## src/wwd_pkg.sv

```systemverilog
// package of constants for the windowed independent watchdog
// Functional notes
// - flag an error when the counter expires without a refresh
// - refresh accepted only inside window; early refresh is an error too
// - on error assert internal reset or raise nmi, per configuration
// - all watchdog configuration comes from the option select word
// - option word in code flash is loaded after every reset
// - interrupt response sets watchdog bit in nmi status register
// - valid refresh reloads counter to start value
// - reset cause flag readable after reset shows watchdog caused it
package wwd_pkg;
    // ****************************************
    // register map (word offsets = byte addresses)
    // ****************************************
    localparam logic [7:0] ADDR_REFRESH  = 8'h00;
    localparam logic [7:0] ADDR_NMI_STAT = 8'h04;
    localparam logic [7:0] ADDR_RST_STAT = 8'h08;
    localparam logic [7:0] ADDR_COUNT    = 8'h0C;
    localparam logic [7:0] ADDR_OPTION   = 8'h10;
    // refresh needs two keys in sequence
    localparam logic [31:0] KEY_FIRST  = 32'h0000_0000;
    localparam logic [31:0] KEY_SECOND = 32'h0000_00FF;
    // ****************************************
    // option select word layout
    // ****************************************
    localparam int OPT_EN_BIT    = 0;  // 0 = watchdog running
    localparam int OPT_RESP_BIT  = 1;  // 1 = reset, 0 = nmi
    localparam int OPT_TOP_LSB   = 4;  // timeout selection, 2 bits
    localparam int OPT_WEND_LSB  = 8;  // window end, 2 bits
    localparam int OPT_WSTA_LSB  = 12; // window start, 2 bits
    localparam int OPT_DIV_LSB   = 16; // prescaler selection, 2 bits
    localparam logic [31:0] OPTION_DEFAULT = 32'hFFFF_FFFF;
    // window limits in percent of full count: 75,50,25,0 / 100,75,50,25
    localparam int CNT_W = 14;
    localparam logic [CNT_W-1:0] TOP_1K  = 14'h03FF;
    localparam logic [CNT_W-1:0] TOP_4K  = 14'h0FFF;
    localparam logic [CNT_W-1:0] TOP_8K  = 14'h1FFF;
    localparam logic [CNT_W-1:0] TOP_16K = 14'h3FFF;
    localparam int DIV_W = 8;
    // ****************************************
    // bits in the status words
    // ****************************************
    localparam int NMI_WDT_BIT = 0;   // watchdog nmi status bit
    localparam int RST_WDT_BIT = 0;   // watchdog reset cause
    localparam int RST_HOLD_CYC = 4;  // internal reset pulse length
endpackage

```

## src/wwd_top.sv

```systemverilog
// windowed independent watchdog with register port
//
// The implementer's own choices: the strobed register port and the register addresses.
`timescale 1ns/1ps
`default_nettype none
module wwd_top
    import wwd_pkg::*;
(
    input  wire logic        clock_i,
    input  wire logic        rst_b_i,    // any reset, incl. watchdog reset
    input  wire logic        por_b_i,    // power-on reset only
    input  wire logic [31:0] option_i,   // option word from code flash
    input  wire logic [7:0]  addr_i,
    input  wire logic [31:0] wdata_i,
    input  wire logic        write_i,
    input  wire logic        read_i,
    output logic      [31:0] rdata_o,
    output logic             wdt_reset_o,
    output logic             nmi_o
);
    // ****************************************
    // reset release
    // ****************************************
    logic rst_s1;
    logic rst_b;
    always_ff @(posedge clock_i or negedge rst_b_i) begin
        if (!rst_b_i) begin
            rst_s1 <= 1'b0;
            rst_b  <= 1'b0;
        end else begin
            rst_s1 <= 1'b1;
            rst_b  <= rst_s1;
        end
    end
    logic por_s1;
    logic por_b;
    always_ff @(posedge clock_i or negedge por_b_i) begin
        if (!por_b_i) begin
            por_s1 <= 1'b0;
            por_b  <= 1'b0;
        end else begin
            por_s1 <= 1'b1;
            por_b  <= por_s1;
        end
    end

    // ****************************************
    // option word capture
    // ****************************************
    logic [31:0] option;
    logic        loaded;
    // option word latched once after each reset release
    always_ff @(posedge clock_i or negedge rst_b) begin
        if (!rst_b) begin
            option <= OPTION_DEFAULT;
            loaded <= 1'b0;
        end else if (!loaded) begin
            option <= option_i;
            loaded <= 1'b1;
        end
    end
    logic            enabled;
    logic            resp_reset;
    logic [CNT_W-1:0] top;
    logic [CNT_W-1:0] win_hi;
    logic [CNT_W-1:0] win_lo;
    // counting starts one cycle after the load, once count holds the new top
    logic            started;
    always_ff @(posedge clock_i or negedge rst_b) begin
        if (!rst_b) begin
            started <= 1'b0;
        end else begin
            started <= loaded;
        end
    end
    assign enabled    = started && !option[OPT_EN_BIT];
    assign resp_reset = option[OPT_RESP_BIT];
    // timeout length and window limits from option fields
    always_comb begin
        unique case (option[OPT_TOP_LSB +: 2])
            2'h0: top = TOP_1K;
            2'h1: top = TOP_4K;
            2'h2: top = TOP_8K;
            2'h3: top = TOP_16K;
        endcase
        // window start: counter value at or below which refresh opens
        unique case (option[OPT_WSTA_LSB +: 2])
            2'h0: win_hi = top;
            2'h1: win_hi = top - (top >> 2);
            2'h2: win_hi = top >> 1;
            2'h3: win_hi = top >> 2;
        endcase
        // window end: counter value below which refresh closes
        unique case (option[OPT_WEND_LSB +: 2])
            2'h0: win_lo = top - (top >> 2);
            2'h1: win_lo = top >> 1;
            2'h2: win_lo = top >> 2;
            2'h3: win_lo = '0;
        endcase
    end

    logic tick;
    wwd_prescale u_div (
        .clock_i (clock_i),
        .rst_b_i (rst_b),
        .sel_i   (option[OPT_DIV_LSB +: 2]),
        .tick_o  (tick)
    );

    // ****************************************
    // refresh key sequence and window check
    // ****************************************
    logic             armed;
    logic             refresh_ok;
    logic             refresh_bad;
    logic             in_window;
    logic [CNT_W-1:0] count;
    logic             wr_refresh;
    assign wr_refresh = write_i && (addr_i == ADDR_REFRESH);
    assign in_window  = (count <= win_hi) && (count >= win_lo);
    assign refresh_ok  = wr_refresh && armed && wdata_i == KEY_SECOND
                         && in_window && enabled;
    assign refresh_bad = wr_refresh && armed && wdata_i == KEY_SECOND
                         && !in_window && enabled;
    // first key arms, anything else disarms
    always_ff @(posedge clock_i or negedge rst_b) begin
        if (!rst_b) begin
            armed <= 1'b0;
        end else if (wr_refresh) begin
            armed <= (wdata_i == KEY_FIRST);
        end
    end

    // ****************************************
    // down counter
    // ****************************************
    logic expire;
    logic error;
    assign expire = enabled && tick && (count == '0);
    assign error  = expire || refresh_bad;
    always_ff @(posedge clock_i or negedge rst_b) begin
        if (!rst_b) begin
            count <= TOP_16K;
        end else if (!enabled) begin
            count <= top;
        end else if (refresh_ok || error) begin
            count <= top;
        end else if (enabled && tick) begin
            count <= count - 1'b1;
        end
    end

    // ****************************************
    // error response
    // ****************************************
    logic [2:0] hold;
    // internal reset pulse of fixed length
    always_ff @(posedge clock_i or negedge rst_b) begin
        if (!rst_b) begin
            hold <= 3'h0;
        end else if (error && resp_reset) begin
            hold <= 3'(RST_HOLD_CYC);
        end else if (hold != 3'h0) begin
            hold <= hold - 3'h1;
        end
    end
    assign wdt_reset_o = (hold != 3'h0);

    // status flags only cleared by power-on reset or software
    logic nmi_flag;
    logic cause_flag;
    logic clr_nmi;
    logic clr_cause;
    assign clr_nmi   = write_i && addr_i == ADDR_NMI_STAT
                       && wdata_i[NMI_WDT_BIT];
    assign clr_cause = write_i && addr_i == ADDR_RST_STAT
                       && wdata_i[RST_WDT_BIT];
    always_ff @(posedge clock_i or negedge por_b) begin
        if (!por_b) begin
            nmi_flag <= 1'b0;
        end else if (error && !resp_reset) begin
            nmi_flag <= 1'b1;
        end else if (clr_nmi) begin
            nmi_flag <= 1'b0;
        end
    end
    always_ff @(posedge clock_i or negedge por_b) begin
        if (!por_b) begin
            cause_flag <= 1'b0;
        end else if (error) begin
            cause_flag <= 1'b1;
        end else if (clr_cause) begin
            cause_flag <= 1'b0;
        end
    end
    assign nmi_o = nmi_flag;

    // ****************************************
    // register read port
    // ****************************************
    always_ff @(posedge clock_i or negedge rst_b) begin
        if (!rst_b) begin
            rdata_o <= 32'h0000_0000;
        end else if (read_i) begin
            unique case (addr_i)
                ADDR_NMI_STAT: rdata_o <= {31'h0, nmi_flag};
                ADDR_RST_STAT: rdata_o <= {31'h0, cause_flag};
                ADDR_COUNT:    rdata_o <= {18'h0, count};
                ADDR_OPTION:   rdata_o <= option;
                default:       rdata_o <= 32'h0000_0000;
            endcase
        end else begin
            rdata_o <= 32'h0000_0000;
        end
    end
endmodule
`default_nettype wire

```

## src/wwd_prescale.sv

```systemverilog
// prescaler issuing a one-cycle count enable
`timescale 1ns/1ps
`default_nettype none
module wwd_prescale
    import wwd_pkg::*;
(
    input  wire logic       clock_i,
    input  wire logic       rst_b_i,
    input  wire logic [1:0] sel_i,
    output logic            tick_o
);
    logic [DIV_W-1:0] cnt;
    logic [DIV_W-1:0] lim;
    // divide by 1, 16, 64 or 256
    always_comb begin
        unique case (sel_i)
            2'h0: lim = 8'h00;
            2'h1: lim = 8'h0F;
            2'h2: lim = 8'h3F;
            2'h3: lim = 8'hFF;
        endcase
    end
    // free running counter
    always_ff @(posedge clock_i or negedge rst_b_i) begin
        if (!rst_b_i) begin
            cnt <= 8'h00;
        end else if (cnt >= lim) begin
            cnt <= 8'h00;
        end else begin
            cnt <= cnt + 8'h01;
        end
    end
    assign tick_o = (cnt >= lim);
endmodule
`default_nettype wire

```

## config.mk

```make
export PLATFORM = sky130hd
export DESIGN_NAME = wwd_top
export DESIGN_NICKNAME = d
export VERILOG_FILES = /design/src/wwd_pkg.sv /design/src/wwd_top.sv /design/src/wwd_prescale.sv
export SDC_FILE = /design/constraint.sdc
export NUM_CORES = 1
export LEC_CHECK = 0
export BUFFER_PORTS_ARGS = -buffer_cell sky130_fd_sc_hd__buf_4
export CAP_MARGIN = 20
export CORE_AREA = 2 2 112 114
export DETAILED_ROUTE_END_ITERATION = 6
export DIE_AREA = 0 0 114 116
export GPL_ROUTABILITY_DRIVEN = 0
export GPL_TIMING_DRIVEN = 0
export PLACE_DENSITY = 0.8
export RECOVER_POWER = 25
export SETUP_SLACK_MARGIN = 0.3
export SYNTH_ARGS = -nofsm -noshare
export SYNTH_HDL_FRONTEND = slang
export SYNTH_SLANG_ARGS = --single-unit
```

## constraint.sdc

```tcl
create_clock -name clock_i -period 2.6 [get_ports clock_i]
set_input_delay 0.26 -clock clock_i [delete_from_list [all_inputs] [get_ports clock_i]]
set_output_delay 0.26 -clock clock_i [all_outputs]
set_load 0.1 [all_outputs]
```

==> impl_results.md, run 1 <==
- Max stage delay on crit path: around 590 ps
- Number of remaining DRC errors: 0
- Total CTS buffers: 9
- Placed insts: between 700 and 800
- Final instance area: roughly 0.007 mm^2
- Grt total ovfl: 0
- Die width: 114 um
- CP required: between 2000 and 3000 ps
- R2R cell count: 13
- GRT Total Usage: between 20% and 30%
- Die Area: roughly 0.013 mm^2
- Final setup margin: -471 ps
- Tmin final: roughly 3000 ps
- Synthesized instance count: about 500
- CP bufs+invs: 1
- Post-synthesis area per instance: between 10 and 15 um^2
- Initial antenna violation count: 0
- Leak Pwr: between 3 and 4 nW
- Nets: 769
- Worst-margin pin slew: approximately 1000 ps
- Post-Place Worst Slack: -582 ps
- Synthesized area: between 0.005 and 0.006 mm^2
- Worst Path Arrival: between 3000 and 4000 ps
- Async SR Flop Fraction: between 90% and 100%
- Critical path's slowest cell: dfstp_2
- Post-DRT Antenna Nets: 0
- I/O pin count: between 100 and 150
- Routed len/inst: around 18 um
- Filler cell count: 907
- # rows: 40
- Clk_lat worst skew: 350 ps
- Critical Path End Type: flip-flop
- Vert. Die Dim: 116 um
- Post-layout util: roughly three fifths
- H-tree depth: 3
- Relative slew slack: between 30 and 40%
- Final Slew Violations: 0
- Multi-input logic area: around 0.003 mm^2
- Levels on crit path: 13
- Reg area: ~0.0025 mm^2
- CTS tree: yes
- Buffers on Ports: approximately 110
- Max_cap viols: 0
- Root Buffer Master: clkbuf_16
- Max VDD drop: roughly 0.00045 V
- Via count: 4,597
- Starting Density: roughly 45%
- Initial detailed-routing violation count: roughly 290
- Non-Filler Instances: ~800
- Synth warn: 0
- Setup_tns: -1900 ps
- Area growth syn-to-layout: 34.1%
- Crit-path cells: inv_2 > ha_4 > or2_4 > a22oi_2 > nor2_2 > a21oi_2 > ha_4 > a211oi_2 > nor2_2 > or4_4 > nor4_4 > a211oi_2 > and2_1
- Vias per inst: slightly below 6
- CP max FO: 5
- Core Area: 0.0119 mm^2
- Hold WS: 23.7 ps
- Worst Setup Start Kind: flip-flop
- #FFs+latches synth: a little under 100
- Clk_skew: between 7 and 8 ps
- Vias in the first global route: between 4,000 and 5,000
- Drt pass-1 iters: 5
- DP Area: approximately 0.0065 mm^2
- Clock slew at reported path FFs: approximately 80 ps
- Failing checks: setup timing
- Largest net degree at the start of global routing: between 60 and 70
- Layout cells sized above 1: a little over two fifths
- Prevailing post-synth register cell: dfrtp_1
- Final setup fails: 5
- RSZ-0062 raised after global routing: yes
- Sequential fraction of the synthesis area: a little under half
- Fmax: about 330 MHz
- Hold Path Class: reg2async
- # clock sinks: ~100
- Critical path type: reg2reg
- Antenna diode count: 0
- Outcome: complete, but fails checks
- Crit path max-delay family: simple AND/OR/NAND/NOR gates
- Routed WL: between 10,000 and 15,000 um
- Post-DP HPWL: 10,100 um
- Synth cell types: 50
- Total power: 4.36 mW
- Final Hold Viols: 0
- Global-route wire length before repair: around 22,000 um
- Post-synth EDFFs: 0
- Final period utilization: 118%
- P per Cell Area: between 600 and 700 mW/mm^2
- Deepest clock path buffer count: 2
## flip-flops by register name, summed over array words and instances, names as in the netlist
name / cells
loaded: 1
rst_b: 1
nmi_o: 1
armed: 1
por_b: 1
option: 32
count: 14
started: 1
rst_s1: 1
por_s1: 1
u_div.cnt: 8
rdata_o: 32
hold: 3
cause_flag: 1
## area by class of cell
type	count	area share, %
Buffer	20	1.84
Timing Repair Buffer	125	13.2
Clock inverter	7	1.14
Clock buffer	9	3.16
Inverter	18	0.983
Sequential cell	98	35.2
Multi-Input combinational cell	372	41.9
Tap cell	147	2.58
## Yosys cell counts, drive strengths merged (9+ instances only)
master,number,area (um^2)
dfrtp,52,1300
ha,48,601
nand2,48,180
dfstp,46,1210
a21oi,33,165
nor2,33,124
mux2,32,360
and3,25,156
inv,18,67.6
nor4,16,100
o21ai,14,70.1
clkbuf,13,48.8
xnor2,11,96.3
nand3,9,45.0
nor3,9,45.0
## path summary, 6_finish.rpt
path	startpoint	end	slack, ps
min in group clock_i	option_i[18]	option[18]	130
worst max-delay path	option[4]	hold[1]	-470
max in group asynchronous	rst_b	rdata_o[10]	660
worst min register to register	por_b	nmi_o	20
worst max register to register	option[4]	hold[1]	-470
worst min-delay path	por_b	nmi_o	20
## placed cells by master, fill, tap and decap left out, drive strengths merged, types with 3 or more instances in the layout
master  count
nor4       16
conb        3
inv        22
nand3       9
o21ai      14
nand4       7
a211oi      7
dfstp      46
and3       25
or4         7
dfrtp      52
clkinv      3
nand2b      5
nor2       33
or2         5
a21oi      33
a31oi       5
mux2i       4
nand2      48
a22oi       6
clkbuf     25
nor3        9
ha         48
nor2b       4
xnor2      11
buf       127
xor2        4
nand3b      4
and2        4
mux2       32
or3         5
o31ai       3
## kinds of logic (layout without fill, tap and decap cells)
group | Yosys count | after routing | share of synthesized area (%)
AO/OA/AOI/OAI | 86 | 86 | 10.6
multiplexers | 36 | 36 | 7.53
other | 1 | 3 | 0.0706
flip-flops | 98 | 98 | 47.2
AND/OR/NAND/NOR | 184 | 184 | 17.8
XOR/XNOR | 15 | 15 | 2.47
adder cells (fa/ha/maj) | 48 | 48 | 11.3
buffers and inverters | 38 | 179 | 2.99
## metal layers
| metal | part of all wire (%) | global-route usage (%) | vias to the layer above |
|---|---|---|---|
| met2 | 53 | 37.6 | 205 |
| met5 | 0 | 0 | - |
| met3 | 6.4 | 5.91 | 36 |
| met1 | 38 | 25.3 | 2248 |
| met4 | 1.9 | 7.72 | 0 |
| li1 | - | - | 2108 |
## report_power, final
| part | internal, mW | switching (mW) | total (mW) | leakage (nW) |
|---|---|---|---|---|
| combinational | 0.531 | 0.640 | 1.17 | 1.88 |
| clock | 0.688 | 0.668 | 1.36 | 0.150 |
| sequential | 1.69 | 0.143 | 1.84 | 1.19 |
## what timing repair did
item,4_1_cts,5_1_grt
hold endpoints to repair,4,0
endpoints found under the setup margin,20,19
buffers inserted,7,6
hold buffers,2,0
resized for setup,19,37
pin swaps,8,16
(Power assumes the default switching activity.)
==> run 2, diff against run 1 <==
--- a/config.mk
+++ b/config.mk
@@ -7,12 +7,12 @@
 export LEC_CHECK = 0
 export BUFFER_PORTS_ARGS = -buffer_cell sky130_fd_sc_hd__buf_4
 export CAP_MARGIN = 20
-export CORE_AREA = 2 2 112 114
+export CORE_AREA = 2 2 107 109
 export DETAILED_ROUTE_END_ITERATION = 6
-export DIE_AREA = 0 0 114 116
+export DIE_AREA = 0 0 109 111
 export GPL_ROUTABILITY_DRIVEN = 0
 export GPL_TIMING_DRIVEN = 0
-export PLACE_DENSITY = 0.8
+export PLACE_DENSITY = 0.86
 export RECOVER_POWER = 25
 export SETUP_SLACK_MARGIN = 0.3
 export SYNTH_ARGS = -nofsm -noshare
==> run 2 against run 1 <==
Against the previous run:
- the run still ends with setup timing left
- final area about the same
- global-route usage is 2.4 points higher
- clock power about the same
- first-iteration DRC count up 16%
- core utilization is 4.5 points higher
- maximum frequency grew 1.9%
- clock skew is 2.0 ps lower
- total power rose by 2.4%
- non-clock buffer count rose by 7
- die area shrank 8.5%
- largest power group unchanged
==> impl_results.md, run 2 (synthesized netlist as in run 1, its figures left out) <==
- Top flop regs: option (32), rdata_o (32), count (14)
- Deepest clock path buffer count: 2
- Worst-margin pin slew: 1470 ps
- Global-route wire length before repair: 22,600 um
- Most frequent cells in the layout: 124 x buf_4, 52 x dfrtp_1, 46 x dfstp_2, 43 x nand2_1, 43 x ha_1
- Final instance area: roughly 0.007 mm^2
- Filler cell count: approximately 780
- Die width: 109 um
- CTS tree: yes
- Critical Path End Type: flip-flop
- Hold Path Class: reg2async
- DP Area: roughly 0.0065 mm^2
- Vias in the first global route: 4,786
- Max VDD drop: ~0.00035 V
- Total CTS buffers: 9
- Clk_lat worst skew: 350 ps
- Nets: 776
- Die Area: 0.0121 mm^2
- # rows: 39
- CP max FO: 3
- Layout cells sized above 1: a little over two fifths
- Leak Pwr: around 3.2 nW
- Vias per inst: between 5 and 6
- Setup_tns: -1560 ps
- Failing checks: setup timing
- Root Buffer Master: clkbuf_16
- Vert. Die Dim: 111 um
- CP required: between 2000 and 3000 ps
- RSZ-0062 raised after global routing: yes
- Post-DP HPWL: 9890 um
- Final Slew Violations: 0
- Relative slew slack: around 1.9%
- Final period utilization: 116%
- Buffers on Ports: about 110
- Routed len/inst: about 18 um
- Commonest non-fill, non-tap cell in the layout: buf_4
- Initial detailed-routing violation count: 334
- Outcome: complete, but fails checks
- Placed insts: 761
- Post-DRT Antenna Nets: 0
- Number of remaining DRC errors: 0
- Final setup fails: 5
- Grt total ovfl: 0
- Clock slew at reported path FFs: about 70 ps
- Core Area: about 0.011 mm^2
- Reg area: between 0.002 and 0.003 mm^2
- Final Hold Viols: 0
- Initial antenna violation count: 0
- I/O pin count: 111
- GRT Total Usage: between 20% and 30%
- Max_cap viols: 0
- Fmax: between 300 and 400 MHz
- Critical path type: reg2reg
- Post-Place Worst Slack: -519 ps
- Multi-input logic area: roughly 0.0029 mm^2
- P per Cell Area: about 630 mW/mm^2
- Area growth syn-to-layout: 34.2%
- Via count: approximately 4,700
- Starting Density: between 40% and 50%
- Final setup margin: -413 ps
- Worst Setup Start Kind: flip-flop
- H-tree depth: 3
- Drt pass-1 iters: 7
- Largest net degree at the start of global routing: between 50 and 60
- Antenna diode count: 0
- # clock sinks: ~100
- Routed WL: 14,700 um
- Non-Filler Instances: 799
- Clk_skew: around 5.4 ps
- Worst Path Arrival: approximately 3300 ps
- Tmin final: about 3000 ps
==> run 2: cell count changes in the layout (fill, tap and decap cells not counted), moves of 3 or more <==
cell,previous run,this run
nand2_1,47,43
buf_4,119,124
nand2_2,0,4
buf_6,2,5
==> run 2: layout make-up <==
class                   count  area share [%]
inverters                  18           0.982
clock inverters             7            1.11
multi-input cells         372            41.3
plain buffers              20            1.77
clock buffers               9            3.16
repair buffers            132            14.0
well taps                 143            2.51
flip-flops and latches     98            35.2
==> run 2: what timing repair did <==
action | 4_1_cts | 5_1_grt
setup buffers | 9 | 11
gates resized for setup | 28 | 31
hold endpoints to repair | 4 | 0
pin swaps | 12 | 9
hold buffers | 2 | 0
setup endpoints to repair | 20 | 19
==> run 2: path summary, 6_finish.rpt <==
check	slack [ps]	cells past startpoint	to	startpoint
min reg2reg	20	0	cause_flag	por_b
max reg2reg	-410	13	hold[1]	option[4]
max	-410	13	hold[1]	option[4]
max in group asynchronous	420	1	rdata_o[6]	rst_b
min in group clock_i	140	2	option[21]	option_i[21]
min	20	0	cause_flag	por_b
==> run 2: metrics by stage <==
stage                     hold slack (ps)  total power [mW]  utilization (%)
final                                23.4              4.47             64.4
after global routing                 32.6              4.65             64.4
after CTS                            23.7              4.24             62.7
after detailed placement             17.2              2.80             58.3
after global placement               15.3              2.72             58.0
after floorplan                     -35.6              2.49                -
==> run 2: layer usage <==
layer  share of wire, %  GRT usage (%)
met4                4.3           11.3
met3                6.5           5.23
met1                 38           28.6
met5                  0              0
met2                 52           40.0
==> run 2: where the power goes <==
part	internal (mW)	total [mW]	leakage [nW]	switching, mW
clock network	0.683	1.34	0.148	0.660
logic	0.605	1.28	1.91	0.676
registers	1.69	1.84	1.19	0.150
total	2.98	4.47	3.24	1.49
==> run 2: critical path: stages, from the launching register on <==
cell      delay [ps]
dfstp_2          570
inv_2             60
ha_4             150
or2_4            230
a22oi_2          140
nor2_1            60
a21oi_1          140
ha_1             270
a211oi_2         220
nor2_2            90
or4_1            420
nor4_2           210
a211oi_2         150
and2_1           180
